--- config.mk ---
export PLATFORM = sky130hd
export DESIGN_NAME = cifd_decoder
export DESIGN_NICKNAME = d
export VERILOG_FILES = /design/src/verilog/cifd_pkg.sv /design/src/verilog/cifd_length.sv /design/src/verilog/cifd_decoder.sv
export SDC_FILE = /design/constraint.sdc
export NUM_CORES = 1
export LEC_CHECK = 0
export ABC_AREA = 0
export BUFFER_PORTS_ARGS = -buffer_cell sky130_fd_sc_hd__buf_2
export CORE_MARGIN = 2
export CORE_UTILIZATION = 50
export CTS_CLUSTER_SIZE = 24
export DETAILED_ROUTE_END_ITERATION = 16
export PLACE_DENSITY = 0.72
export REMOVE_ABC_BUFFERS = 1
export SYNTH_ARGS = -nofsm -noshare
export SYNTH_HDL_FRONTEND = slang
export SYNTH_HIERARCHICAL = 1
export SYNTH_SLANG_ARGS = --single-unit
--- constraint.sdc ---
create_clock -name clk_i -period 7.1 [get_ports clk_i]
set_clock_uncertainty 0.1 [all_clocks]
set_input_delay 0.71 -clock clk_i [delete_from_list [all_inputs] [get_ports clk_i]]
set_output_delay 0.71 -clock clk_i [all_outputs]
set_load 0.005 [all_outputs]
--- src/verilog/cifd_pkg.sv ---
package cifd_pkg;

    // ------------------------------------------------------------
    // flag register
    // ------------------------------------------------------------
    localparam logic [7:0] FLAGS_ADDR      = 8'hF7;
    localparam logic [7:0] FLAGS_RESET     = 8'h02;
    localparam logic [7:0] FLAGS_WR_MASK   = 8'hD7;
    localparam int         PAGE_ADDRESSING_SELECT_HI       = 7;
    localparam int         PAGE_ADDRESSING_SELECT_LO       = 6;
    localparam int         BANK_BIT        = 4;
    localparam int         CARRY_BIT       = 2;
    localparam int         ZERO_BIT        = 1;
    localparam int         GIE_BIT         = 0;
    localparam logic [7:0] SYSCTL0_ADDR    = 8'hFF;

    // ------------------------------------------------------------
    // opcodes
    // ------------------------------------------------------------
    localparam logic [7:0] OP_NOP          = 8'h40;
    localparam logic [7:0] OP_SVC          = 8'h00;
    localparam logic [7:0] OP_HALT         = 8'h30;
    localparam logic [7:0] OP_PUSH_A       = 8'h08;
    localparam logic [7:0] OP_PUSH_X       = 8'h10;
    localparam logic [7:0] OP_LONG_JUMP         = 8'h7D;
    localparam logic [7:0] OP_LONG_CALL        = 8'h7C;
    localparam logic [7:0] OP_AND_F        = 8'h70;
    localparam logic [7:0] OP_OR_F         = 8'h71;
    localparam logic [7:0] OP_XOR_F        = 8'h72;
    localparam logic [7:0] OP_MOV_DD       = 8'h5F;
    localparam logic [15:0] SVC_VECTOR     = 16'h0000;
    localparam logic [15:0] IRQ_VECTOR     = 16'h0004;
    localparam logic [15:0] PC_RESET       = 16'h0000;
    localparam logic [7:0] SP_RESET        = 8'h00;
    localparam logic [7:0] PAGE_RESET      = 8'h00;

    // ------------------------------------------------------------
    // types
    // ------------------------------------------------------------
    typedef enum logic [1:0] {LEN1, LEN2, LEN3} cifd_len_type;

    typedef enum logic [2:0] {
        FMT_ONE, FMT_REL, FMT_IMM, FMT_ADR, FMT_ABS, FMT_ADI, FMT_ADA
    } cifd_fmt_type;

    typedef struct packed {
        logic [8:0] addr;
        logic [7:0] wdata;
        logic       we;
        logic       re;
    } cifd_reg_req_type;

    typedef struct packed {
        logic [10:0] addr;
        logic [7:0]  wdata;
        logic        we;
    } cifd_ram_req_type;

    typedef struct packed {
        cifd_fmt_type fmt;
        logic [7:0]   opcode;
        logic [7:0]   op1;
        logic [7:0]   op2;
        logic [15:0]  target;
    } cifd_dec_type;

endpackage

--- src/verilog/cifd_length.sv ---
module cifd_length
(
    // opcode in
    input  wire logic [7:0]              opcode_i,
    // format out
    output cifd_pkg::cifd_len_type       len_o,
    output cifd_pkg::cifd_fmt_type       fmt_o
);

    // ------------------------------------------------------------
    // length from first byte only
    // ------------------------------------------------------------
    // length before operands
    always_comb
    begin
        fmt_o = cifd_pkg::FMT_ADR;
        if (opcode_i[7])
            fmt_o = cifd_pkg::FMT_REL;
        else if (opcode_i == cifd_pkg::OP_LONG_JUMP
                 || opcode_i == cifd_pkg::OP_LONG_CALL)
            fmt_o = cifd_pkg::FMT_ABS;
        else if (opcode_i == cifd_pkg::OP_MOV_DD)
            fmt_o = cifd_pkg::FMT_ADA;
        else if (opcode_i[2:0] == 3'h6 || opcode_i[2:0] == 3'h7)
            fmt_o = cifd_pkg::FMT_ADI;
        else if (opcode_i[2:0] == 3'h1 || opcode_i[7:4] == 4'h7)
            fmt_o = cifd_pkg::FMT_IMM;
        else if (opcode_i[2:0] == 3'h0 || opcode_i == cifd_pkg::OP_NOP
                 || opcode_i[7:3] == 5'h06 || opcode_i == 8'h4B)
            fmt_o = cifd_pkg::FMT_ONE;
        case (fmt_o)
            cifd_pkg::FMT_ONE: len_o = cifd_pkg::LEN1;
            cifd_pkg::FMT_ABS,
            cifd_pkg::FMT_ADI,
            cifd_pkg::FMT_ADA: len_o = cifd_pkg::LEN3;
            default:           len_o = cifd_pkg::LEN2;
        endcase
    end

endmodule // cifd_length

--- src/verilog/cifd_decoder.sv ---
// Operation
// - one-byte instructions are an 8-bit opcode with no operands
// - no-op only advances the program counter
// - supervisor call jumps into supervisory rom code
// - two push opcodes write ram and increment stack pointer
// - halt alone writes user register FFh
// - short branches: 4-bit opcode, 12-bit signed offset
// - immediate format: second byte is constant to core register
// - address format: opcode plus one 8-bit operand address
// - long jump and call: 16-bit target, high byte first
// - three-byte: opcode, destination address, immediate data
// - direct move: opcode, destination, then source address
// - flags: page 7:6, bank 4, carry 2, zero 1, gie 0; reset 02
// - flags readable, changed by and, or, xor immediate
// - flag address reached whatever the bank bit
// - bank bit is ninth register address bit
// - page mode selects pointers forming ram addresses
// - irq sampled once per instruction only when gie set
// - interrupt pushes flags first, then clears gie
// - carry and zero follow results and flag logic
// - program bytes come over a separate fetch bus
// - crossing a 256-byte flash page costs one cycle (here only when an operand byte sits at offset 00h of a page)
module cifd_decoder
(
    // clock and reset
    input  wire logic                     clk_i,
    input  wire logic                     rst_i,
    // program fetch bus
    output logic [15:0]                   fetch_addr_o,
    output logic                          fetch_req_o,
    input  wire logic [7:0]               fetch_data_i,
    input  wire logic                     fetch_valid_i,
    // register bus
    output cifd_pkg::cifd_reg_req_type    reg_req_o,
    input  wire logic [7:0]               reg_rdata_i,
    // ram bus
    output cifd_pkg::cifd_ram_req_type    ram_req_o,
    // paging and result inputs
    input  wire logic [2:0]               cur_page_i,
    input  wire logic [2:0]               stk_page_i,
    input  wire logic [2:0]               idx_page_i,
    input  wire logic [7:0]               acc_i,
    input  wire logic [7:0]               idx_i,
    input  wire logic                     alu_valid_i,
    input  wire logic                     alu_carry_i,
    input  wire logic                     alu_zero_i,
    input  wire logic                     irq_i,
    // decode and status
    output cifd_pkg::cifd_dec_type        dec_o,
    output logic                          dec_valid_o,
    output logic                          svc_o,
    output logic                          irq_ack_o,
    output logic [7:0]                    flags_o,
    output logic [7:0]                    stack_ptr_o
);

    typedef enum logic [2:0] {
        ST_OP, ST_B1, ST_B2, ST_EXEC, ST_PAGE, ST_IRQ
    } cifd_state_type;

    cifd_state_type             state_r;
    cifd_pkg::cifd_len_type     len_w;
    cifd_pkg::cifd_fmt_type     fmt_w;
    cifd_pkg::cifd_len_type     len_r;
    cifd_pkg::cifd_fmt_type     fmt_r;
    logic [15:0]                pc_r;
    logic [15:0]                inst_pc_r;
    logic [7:0]                 op_r;
    logic [7:0]                 b1_r;
    logic [7:0]                 b2_r;
    logic [7:0]                 flags_r;
    logic [7:0]                 sp_r;
    logic                       crossed_r;
    logic [15:0]                rel_tgt;
    logic [15:0]                next_pc;
    logic [7:0]                 flag_new;

    function automatic logic [10:0] ram_addr(input logic [7:0] a,
                                             input logic idx,
                                             input logic [7:0] f,
                                             input logic [2:0] cp,
                                             input logic [2:0] ip);
        logic [2:0] pg;
        pg = 3'h0;
        if (idx && f[cifd_pkg::PAGE_ADDRESSING_SELECT_LO])
            pg = ip;
        else if (f[cifd_pkg::PAGE_ADDRESSING_SELECT_HI])
            pg = cp;
        ram_addr = {pg, a};
    endfunction

    cifd_length u_len
    (
        .opcode_i (fetch_data_i),
        .len_o    (len_w),
        .fmt_o    (fmt_w)
    );

    assign rel_tgt = inst_pc_r + {{4{op_r[3]}}, op_r[3:0], b1_r};
    assign next_pc = pc_r;

    // ------------------------------------------------------------
    // flag logic value
    // ------------------------------------------------------------
    // and / or / xor immediate
    always_comb
    begin
        flag_new = flags_r;
        if (op_r == cifd_pkg::OP_AND_F)
            flag_new = flags_r & b1_r;
        else if (op_r == cifd_pkg::OP_OR_F)
            flag_new = flags_r | b1_r;
        else if (op_r == cifd_pkg::OP_XOR_F)
            flag_new = flags_r ^ b1_r;
        flag_new = flag_new & cifd_pkg::FLAGS_WR_MASK;
    end

    // ------------------------------------------------------------
    // fetch sequencer
    // ------------------------------------------------------------
    // own fetch bus
    always_ff @(posedge clk_i)
    begin
        if (rst_i)
        begin
            state_r      <= ST_OP;
            pc_r         <= cifd_pkg::PC_RESET;
            inst_pc_r    <= cifd_pkg::PC_RESET;
            op_r         <= 8'h00;
            b1_r         <= 8'h00;
            b2_r         <= 8'h00;
            len_r        <= cifd_pkg::LEN1;
            fmt_r        <= cifd_pkg::FMT_ONE;
            crossed_r    <= 1'b0;
            fetch_req_o  <= 1'b1;
            fetch_addr_o <= cifd_pkg::PC_RESET;
        end
        else
        begin
            case (state_r)
                ST_OP:
                begin
                    if (fetch_valid_i)
                    begin
                        op_r      <= fetch_data_i;
                        len_r     <= len_w;
                        fmt_r     <= fmt_w;
                        inst_pc_r <= pc_r;
                        crossed_r <= 1'b0;
                        pc_r      <= pc_r + 16'h0001;
                        fetch_addr_o <= pc_r + 16'h0001;
                        if (len_w == cifd_pkg::LEN1)
                        begin
                            fetch_req_o <= 1'b0;
                            state_r     <= ST_EXEC;
                        end
                        else
                            state_r <= ST_B1;
                    end
                end
                ST_B1:
                begin
                    if (fetch_valid_i)
                    begin
                        b1_r <= fetch_data_i;
                        pc_r <= pc_r + 16'h0001;
                        fetch_addr_o <= pc_r + 16'h0001;
                        if (pc_r[7:0] == 8'h00)
                            crossed_r <= 1'b1;
                        if (len_r == cifd_pkg::LEN3)
                            state_r <= ST_B2;
                        else
                        begin
                            fetch_req_o <= 1'b0;
                            state_r     <= ST_EXEC;
                        end
                    end
                end
                ST_B2:
                begin
                    if (fetch_valid_i)
                    begin
                        b2_r <= fetch_data_i;
                        pc_r <= pc_r + 16'h0001;
                        if (pc_r[7:0] == 8'h00)
                            crossed_r <= 1'b1;
                        fetch_req_o <= 1'b0;
                        state_r     <= ST_EXEC;
                    end
                end
                ST_EXEC:
                begin
                    if (crossed_r)
                        state_r <= ST_PAGE;
                    else if (flags_r[cifd_pkg::GIE_BIT] && irq_i)
                        state_r <= ST_IRQ;
                    else
                    begin
                        state_r     <= ST_OP;
                        fetch_req_o <= 1'b1;
                    end
                    if (fmt_r == cifd_pkg::FMT_ABS)
                    begin
                        pc_r         <= {b1_r, b2_r};
                        fetch_addr_o <= {b1_r, b2_r};
                    end
                    else if (fmt_r == cifd_pkg::FMT_REL)
                    begin
                        pc_r         <= rel_tgt;
                        fetch_addr_o <= rel_tgt;
                    end
                    else if (op_r == cifd_pkg::OP_SVC)
                    begin
                        pc_r         <= cifd_pkg::SVC_VECTOR;
                        fetch_addr_o <= cifd_pkg::SVC_VECTOR;
                    end
                    else
                        fetch_addr_o <= next_pc;
                end
                ST_PAGE:
                begin
                    crossed_r <= 1'b0;
                    if (flags_r[cifd_pkg::GIE_BIT] && irq_i)
                        state_r <= ST_IRQ;
                    else
                    begin
                        state_r     <= ST_OP;
                        fetch_req_o <= 1'b1;
                    end
                end
                default:
                begin
                    pc_r         <= cifd_pkg::IRQ_VECTOR;
                    fetch_addr_o <= cifd_pkg::IRQ_VECTOR;
                    fetch_req_o  <= 1'b1;
                    state_r      <= ST_OP;
                end
            endcase
        end
    end

    // ------------------------------------------------------------
    // flags, stack and side effects
    // ------------------------------------------------------------
    always_ff @(posedge clk_i)
    begin
        if (rst_i)
        begin
            flags_r     <= cifd_pkg::FLAGS_RESET;
            sp_r        <= cifd_pkg::SP_RESET;
            reg_req_o   <= '0;
            ram_req_o   <= '0;
            dec_o       <= '0;
            dec_valid_o <= 1'b0;
            svc_o       <= 1'b0;
            irq_ack_o   <= 1'b0;
        end
        else
        begin
            reg_req_o   <= '0;
            ram_req_o   <= '0;
            dec_valid_o <= 1'b0;
            svc_o       <= 1'b0;
            irq_ack_o   <= 1'b0;
            if (state_r == ST_EXEC)
            begin
                dec_o.fmt    <= fmt_r;
                dec_o.opcode <= op_r;
                dec_o.op1    <= b1_r;
                dec_o.op2    <= b2_r;
                dec_o.target <= (fmt_r == cifd_pkg::FMT_ABS)
                                ? {b1_r, b2_r} : rel_tgt;
                dec_valid_o  <= 1'b1;
                // no-op and call leave state alone
                if (op_r == cifd_pkg::OP_SVC)
                    svc_o <= 1'b1;
                else if (op_r == cifd_pkg::OP_PUSH_A
                         || op_r == cifd_pkg::OP_PUSH_X)
                begin
                    ram_req_o.addr  <= {stk_page_i, sp_r};
                    ram_req_o.wdata <= op_r[4] ? idx_i : acc_i;
                    ram_req_o.we    <= 1'b1;
                    sp_r            <= sp_r + 8'h01;
                end
                else if (op_r == cifd_pkg::OP_HALT)
                begin
                    reg_req_o.addr  <= {1'b0, cifd_pkg::SYSCTL0_ADDR};
                    reg_req_o.wdata <= 8'h01;
                    reg_req_o.we    <= 1'b1;
                end
                else if (op_r == cifd_pkg::OP_AND_F
                         || op_r == cifd_pkg::OP_OR_F
                         || op_r == cifd_pkg::OP_XOR_F)
                    flags_r <= flag_new;
                else if (fmt_r == cifd_pkg::FMT_ADA)
                begin
                    ram_req_o.addr <= ram_addr(b2_r, 1'b0, flags_r,
                                               cur_page_i, idx_page_i);
                end
                else if (fmt_r == cifd_pkg::FMT_ADR
                         || fmt_r == cifd_pkg::FMT_ADI)
                begin
                    if (b1_r == cifd_pkg::FLAGS_ADDR)
                        reg_req_o.addr <= {1'b0, b1_r};
                    else
                        reg_req_o.addr <= {flags_r[cifd_pkg::BANK_BIT],
                                           b1_r};
                    reg_req_o.re   <= 1'b1;
                    ram_req_o.addr <= ram_addr(op_r[0] ? idx_i + b1_r
                                               : b1_r, op_r[0], flags_r,
                                               cur_page_i, idx_page_i);
                end
                if (alu_valid_i && fmt_r != cifd_pkg::FMT_IMM)
                begin
                    flags_r[cifd_pkg::CARRY_BIT] <= alu_carry_i;
                    flags_r[cifd_pkg::ZERO_BIT]  <= alu_zero_i;
                end
            end
            else if (state_r == ST_IRQ)
            begin
                ram_req_o.addr  <= {stk_page_i, sp_r};
                ram_req_o.wdata <= flags_r;
                ram_req_o.we    <= 1'b1;
                sp_r            <= sp_r + 8'h01;
                flags_r[cifd_pkg::GIE_BIT] <= 1'b0;
                irq_ack_o       <= 1'b1;
            end
        end
    end

    // ------------------------------------------------------------
    // status outputs
    // ------------------------------------------------------------
    // readable flags
    always_ff @(posedge clk_i)
    begin
        if (rst_i)
        begin
            flags_o     <= cifd_pkg::FLAGS_RESET;
            stack_ptr_o <= cifd_pkg::SP_RESET;
        end
        else
        begin
            flags_o     <= flags_r;
            stack_ptr_o <= sp_r;
        end
    end

    // unused read data kept for later register-read paths
    logic unused_rd;
    assign unused_rd = ^reg_rdata_i;

endmodule // cifd_decoder

# Yosys cells after proc, flatten, opt, wreduce, memory -nomap -nowiden
# Index checks and enable logic that the tools add are counted.
dict set report word_totals {
  latch_bits 0
  memories 0
  romBits 0
  elab_cells 213
  input_bits 48
  reg_bits 195
  ramBits 0
}
dict set report op_classes {
  multipliers 0
  muxes 69
  n_eq_ne 51
  n_reduce_logical 46
  n_addsub 4
  bitwise 10
  shift 0
  order_cmp 0
  div_mod_pow 0
}
# cell count
set op_table {}
lappend op_table {{8-bit two-way mux} 13}
lappend op_table {{16-bit one-hot mux with 3 select lines} 2}
lappend op_table {{16-bit two-way mux} 5}
lappend op_table {{8-bit by 7-bit == test with 1-bit output (second input constant)} 8}
lappend op_table {{20-bit two-way mux} 3}
lappend op_table {{11-bit two-way mux} 5}
lappend op_table {{3-bit two-way mux} 16}
lappend op_table {{3-bit == test (second input constant)} 10}
lappend op_table {{6-bit AND reduction} 4}
lappend op_table {{2-bit by 1-bit != test with 1-bit output (second input constant)} 9}
lappend op_table {{2-bit != test (second input constant)} 9}
lappend op_table {{16-bit by 1-bit adder with 16-bit output (second input constant)} 1}
lappend op_table {{16-bit adder} 1}
lappend op_table {{8-bit zero test} 2}
lappend op_table {{1-bit two-way mux} 16}
lappend op_table {{3-bit one-hot mux with 5 select lines} 1}
lappend op_table {{1-bit logical OR} 10}
lappend op_table {{2-bit AND reduction} 5}
lappend op_table {{2-bit OR reduction} 5}
lappend op_table {{3-bit by 1-bit == test with 1-bit output (second input constant)} 3}
lappend op_table {{3-bit by 2-bit == test with 1-bit output (second input constant)} 3}
lappend op_table {{3-bit zero test} 3}
lappend op_table {{9-bit two-way mux} 1}
lappend op_table {{9-bit OR reduction} 1}
lappend op_table {{other kinds (29)} 44}

# Longest topological paths before layout
dict set report logic_depth {
  ltp_word 17
  depth_mapped 10
  mapped_depth_nobuf 9
}

# Hierarchy
# Netlist, hierarchy kept.
# mod area_each_um2 cells_each instances
set by_module_without_submodules {}
lappend by_module_without_submodules {cifd_decoder 9404.0 1186 1}
lappend by_module_without_submodules {cifd_length 207.7 32 1}

# Least setup slack after synthesis
# Ideal clock, no wire load.
dict set report synth_timing {
  path_type {input -> register}
  from {in fetch_data_i[5]}
  to {reg fetch_req_o}
  t_arrival_ns 2.501
  slack_ns 4.378
  required_ns 6.878
  path_stages 9
  setup_time_ns 0.122
  cell_sequence {nand4b_1 > or4_4 > a211oi_2 > a31oi_1 > o21ai_0 > o21ai_0 > a21oi_1 > nand2_1 > a221o_1}
}
dict set report synth_between {
  elab_chain_len 16
  elab_cells_between_ends 27
  cone_classes {eq/ne (11); mux (7); reduce/logical (9)}
}
# element line
set synth_rtl {}
lappend synth_rtl {{from (decl)} cifd_decoder.sv:31} ;# input wire logic [7:0] fetch_data_i,
lappend synth_rtl {{8-bit by 7-bit == test with 1-bit output} cifd_length.sv:28} ;# else if (opcode_i[2:0] == 3'h0 || opcode_i == cifd_pkg::OP_NOP
lappend synth_rtl {{1-bit logical OR} cifd_length.sv:28}
lappend synth_rtl {{1-bit logical OR (2 in series)} cifd_length.sv:29} ;# || opcode_i[7:3] == 5'h06 || opcode_i == 8'h4B)
lappend synth_rtl {{2-bit two-way mux} cifd_length.sv:28}
lappend synth_rtl {{3-bit two-way mux} cifd_length.sv:26} ;# else if (opcode_i[2:0] == 3'h1 || opcode_i[7:4] == 4'h7)
lappend synth_rtl {{3-bit two-way mux} cifd_length.sv:24} ;# else if (opcode_i[2:0] == 3'h6 || opcode_i[2:0] == 3'h7)
lappend synth_rtl {{3-bit two-way mux} cifd_length.sv:22} ;# else if (opcode_i == cifd_pkg::OP_MOV_DD)
lappend synth_rtl {{3-bit two-way mux (*)} cifd_length.sv:19} ;# else if (opcode_i == cifd_pkg::OP_LONG_JUMP
lappend synth_rtl {{3-bit two-way mux (*)} cifd_length.sv:17} ;# if (opcode_i[7])
lappend synth_rtl {{3-bit == test} cifd_length.sv:31} ;# case (fmt_o)
lappend synth_rtl {{3-bit OR reduction} cifd_length.sv:31}
lappend synth_rtl {{2-bit one-hot mux with 2 select lines (*)} cifd_length.sv:31}
lappend synth_rtl {{via len_w[0]} cifd_decoder.sv:62} ;# cifd_pkg::cifd_len_type len_w;
lappend synth_rtl {{2-bit zero test (*)} cifd_decoder.sv:152} ;# if (len_w == cifd_pkg::LEN1)
lappend synth_rtl {{2-bit != test (no line) (*)} --}
lappend synth_rtl {{6-bit AND reduction (no line) (*)} --}
lappend synth_rtl {{to (signal assigned)} cifd_decoder.sv:154} ;# fetch_req_o <= 1'b0;
lappend synth_rtl {{to (signal assigned)} cifd_decoder.sv:174} ;# fetch_req_o <= 1'b0;
lappend synth_rtl {{to (signal assigned)} cifd_decoder.sv:187} ;# fetch_req_o <= 1'b0;
lappend synth_rtl {{to (decl)} cifd_decoder.sv:30} ;# output logic fetch_req_o,
# The timed path passes the listed nets; every way through them passes the cells marked *.
# A chain may end at the register's enable or synchronous reset.

# Worst setup path after layout
dict set report layout_timing {
  from {reg state_r[1]}
  to {reg ram_req_o[15] (netlist bit)}
}
dict set report layout_between {
  elab_chain_len 3
  elab_cells_between_ends 4
  cone_classes {eq/ne (2); mux (2)}
}
# element line
set layout_rtl {}
lappend layout_rtl {{from (decl)} cifd_decoder.sv:61} ;# cifd_state_type state_r;
lappend layout_rtl {{from (signal assigned)} cifd_decoder.sv:126} ;# state_r <= ST_OP;
lappend layout_rtl {{from (signal assigned)} cifd_decoder.sv:155} ;# state_r <= ST_EXEC;
lappend layout_rtl {{from (signal assigned)} cifd_decoder.sv:158} ;# state_r <= ST_B1;
lappend layout_rtl {{3-bit == test} cifd_decoder.sv:319} ;# else if (state_r == ST_IRQ)
lappend layout_rtl {{20-bit two-way mux} cifd_decoder.sv:319}
lappend layout_rtl {{20-bit two-way mux (*)} cifd_decoder.sv:265} ;# if (state_r == ST_EXEC)
lappend layout_rtl {{to (decl)} cifd_decoder.sv:37} ;# output cifd_pkg::cifd_ram_req_type ram_req_o,
# Every way passes the cells marked *; elsewhere a longest branch is shown, timed or not.

==> metrics.md <==
| Metric | Value |
|---|---|
| Seq/Total Area, Yosys | 38.9% |
| Clk slew on worst S/H paths | 70 ps |
| Main synth FF type | dfxtp_1 |
| CP Capture Type | register |
| Period utilization | 48.3% |
| IO Pins | 166 |
| Die area | 20300 um2 |
| Fraction of the mapped netlist area in simple logic gates | between 20% and 30% |
| Drt first pass iters | 6 |
| Min-delay src | dec_o[18] |
| Synth Warn # | 6 |
| Combinational power share | 12.8% |
| Synth Area in Compound Gates | 21.0% |
| DP HPWL | around 20 mm |
| Post-synth EDFFs | 0 |
| Internal power | around 1700 uW |
| Largest net degree at the start of global routing | 59 |
| Sequential share of power | 46.4% |
| Hold Violations, Final | 0 |
| Number of nets with antenna violations after routing | 0 |
| Post-CTS Setup Repair Bufs | 0 |
| Mux share of post-synthesis cell area | 3.35% |
| Adder-Cell Fraction of Synth Area | 5.23% |
| FP Rows | 50 |
| Synthesized flop and latch total | 187 |
| CTS tree | built |
| Net Switching | ~700 uW |
| Asr flop ratio synth | 0% |
| Total GRT Usage | 28.5% |
| Via count of the first global-routing pass | 8474 |
| Leakage | 0.00452 uW |
| Mapped Avg Cell Area | 7.89 um2 |
| CTS Sinks | 187 |
| Core Box Area | approximately 19000 um2 |
| Vias/cell | 5.99 |
| Relative slew margins | 17.9% |
| Post-synthesis cell count | 1218 |
| Share of cells above drive strength 1 | 17.0% |
| Max cap viols | 0 |
| Top-count cell post-synth | nand2_1 |
| Synth Area in XOR/XNOR | 3.83% |
| P&R area growth vs syn | 14.0% |
| R2r startpoint | state_r[1] |
| Pins over their slew limit | 0 |
| Initial antenna violation count | 0 |
| Remaining global-route overflow | 0 |
| Clock Path Buffers | 2 |
| F_max | 292 MHz |
| Final min period | 3430 ps |
| Final wirelength | 29.2 mm |
| Crit path DAT | around 3700 ps |
| CTS Hold Buffers Added | 0 |
| Worst Setup SP | state_r[1] |
| Final Setup Violations | 0 |
| Unrepaired setup endpoints after global routing | false |
| Max IR drop VDD | ~0.17 mV |
| Worst Path Max Fanout | 37 |
| DIE WIDTH | between 100 and 150 um |
| Final setup TNS | 0 ps |
| Fill count | 1776 |
| Area leader, netlist | dfxtp_1 |
| PwrDens | ~220 nW/um2 |
| Port Buffers | around 150 |
| Largest family of logic cells by synthesized area | simple AND/OR/NAND/NOR gates |
| Switching share of power | between 20% and 30% |
| WL per Instance | roughly 19 um |
| Clock Power Share | 40.8% |
| Resize count post-CTS | 0 |
| H-tree depth | 4 |
| Synth unique cells | 75 |
| CTS buffer count | 17 |
| Status | finished, final reports clean |
| DRC | 0 |
| Startpoint types | register |
| Drt first-iter violations | 912 |
| NumNets Final | 1401 |
| Root buffer cell | clkbuf_16 |
| Via count | 9344 |
| First-pass GRT wire length | 45.2 mm |
| Worst Tran Pin Value | 1230 ps |
| Total Power | roughly 2400 uW |
| Synth top area cells | dfxtp_1, nand2_1, a21oi_1 |
| DIE HEIGHT | ~140 um |
| Critical path type | register to register |
| Post-synth top area share | 38.9% |
| Top cells by count, synth | nand2_1, dfxtp_1, a21oi_1 |
| Hold Path Class | register to register |
| Initial cell density of the core | between 50% and 60% |
| Critical Path RT | ~7400 ps |
| Worst-Skew Late Latency | around 450 ps |
| Ant diodes | 0 |
| Synthesized cell area | just under 10000 um2 |
| Gp weighted congestion | 0.969 |
==> flip-flops by register name (all words and copies together) (netlist names), 2 cells and up <==
name,flops
flags_o,6
fmt_r,3
next_pc,16
sp_r,8
reg_req_o,11
inst_pc_r,16
b1_r,8
dec_o,43
stack_ptr_o,8
op_r,8
flags_r,6
ram_req_o,20
state_r,3
fetch_addr_o,16
len_r,2
b2_r,8
==> power groups by stage <==
| stage | clock network (uW) | registers [uW] | logic [uW] |
|---|---|---|---|
| global route | 1030 | 1130 | 341 |
| detailed placement | 0 | 1150 | 304 |
| CTS | 992 | 1120 | 306 |
| floorplan | 0 | 1140 | 181 |
| global placement | 0 | 1150 | 298 |
| finish | 989 | 1130 | 311 |
==> kinds of logic (layout without fill, tap and decap cells) <==
logic type / Yosys count / in the layout
buffers and inverters: 122 / 223
multiplexers: 32 / 32
other: 1 / 9
flip-flops: 187 / 187
adder cells (fa/ha/maj): 39 / 39
AND/OR/NAND/NOR: 469 / 469
AO/OA/AOI/OAI: 326 / 326
XOR/XNOR: 42 / 42
==> cells in the final DEF, fill, tap and decap left out, types with 23 or more instances in the layout <==
cell type / instances
a21oi_1: 138
o21ai_0: 58
dfxtp_1: 187
mux2i_1: 31
xor2_1: 23
inv_1: 28
ha_1: 37
nand3_1: 35
buf_2: 147
nor2_1: 108
nand2_1: 213
==> metal layers <==
layer  up-vias  global-route usage [%]  part of all wire (%)
li1       4427                       -                     -
met1      4379                    38.5                    43
met2       463                    45.0                    45
met3        75                    5.33                   8.8
met4         0                    11.8                   3.5
met5         -                       0                     0
==> path summary, 6_finish.rpt <==
kind	endpoint	slack (ps)	cells past startpoint
hold / removal	dec_o[18]	350	2
setup reg to reg	ram_req_o[15]	3670	7
hold reg to reg	dec_o[18]	350	2
setup / recovery	ram_req_o[15]	3670	7
==> metrics by stage <==
step / instances / hold slack (ps) / setup WS (ps) / instance area, um2 / utilization (%)
global route: 1561 / 370 / 3380 / 11000 / 58.4
finish: 1561 / 353 / 3670 / 11000 / 58.4
floorplan: 1134 / 325 / 3420 / 9220 / -
CTS: 1561 / 354 / 3710 / 11000 / 58.4
detailed placement: 1529 / 345 / 3740 / 10400 / 55.2
global placement: 1529 / 340 / 3810 / 10400 / 55.2
==> critical path, stage by stage, from the launching register on <==
cell	delay [ps]
dfxtp_1	610
nand2b_1	230
nor2_4	760
buf_4	450
a31o_2	400
nor2b_1	480
a22oi_1	200
o21ai_0	110
==> cell type report <==
type,count,area [um2],area share (%)
flip-flops and latches,187,3740,34.2
clock inverters,13,158,1.44
clock buffers,19,443,4.04
inverters,30,113,1.03
multi-input cells,917,5370,49.0
well taps,234,293,2.67
repair buffers,161,841,7.67
No activity file was read; power rests on OpenSTA's default activity.
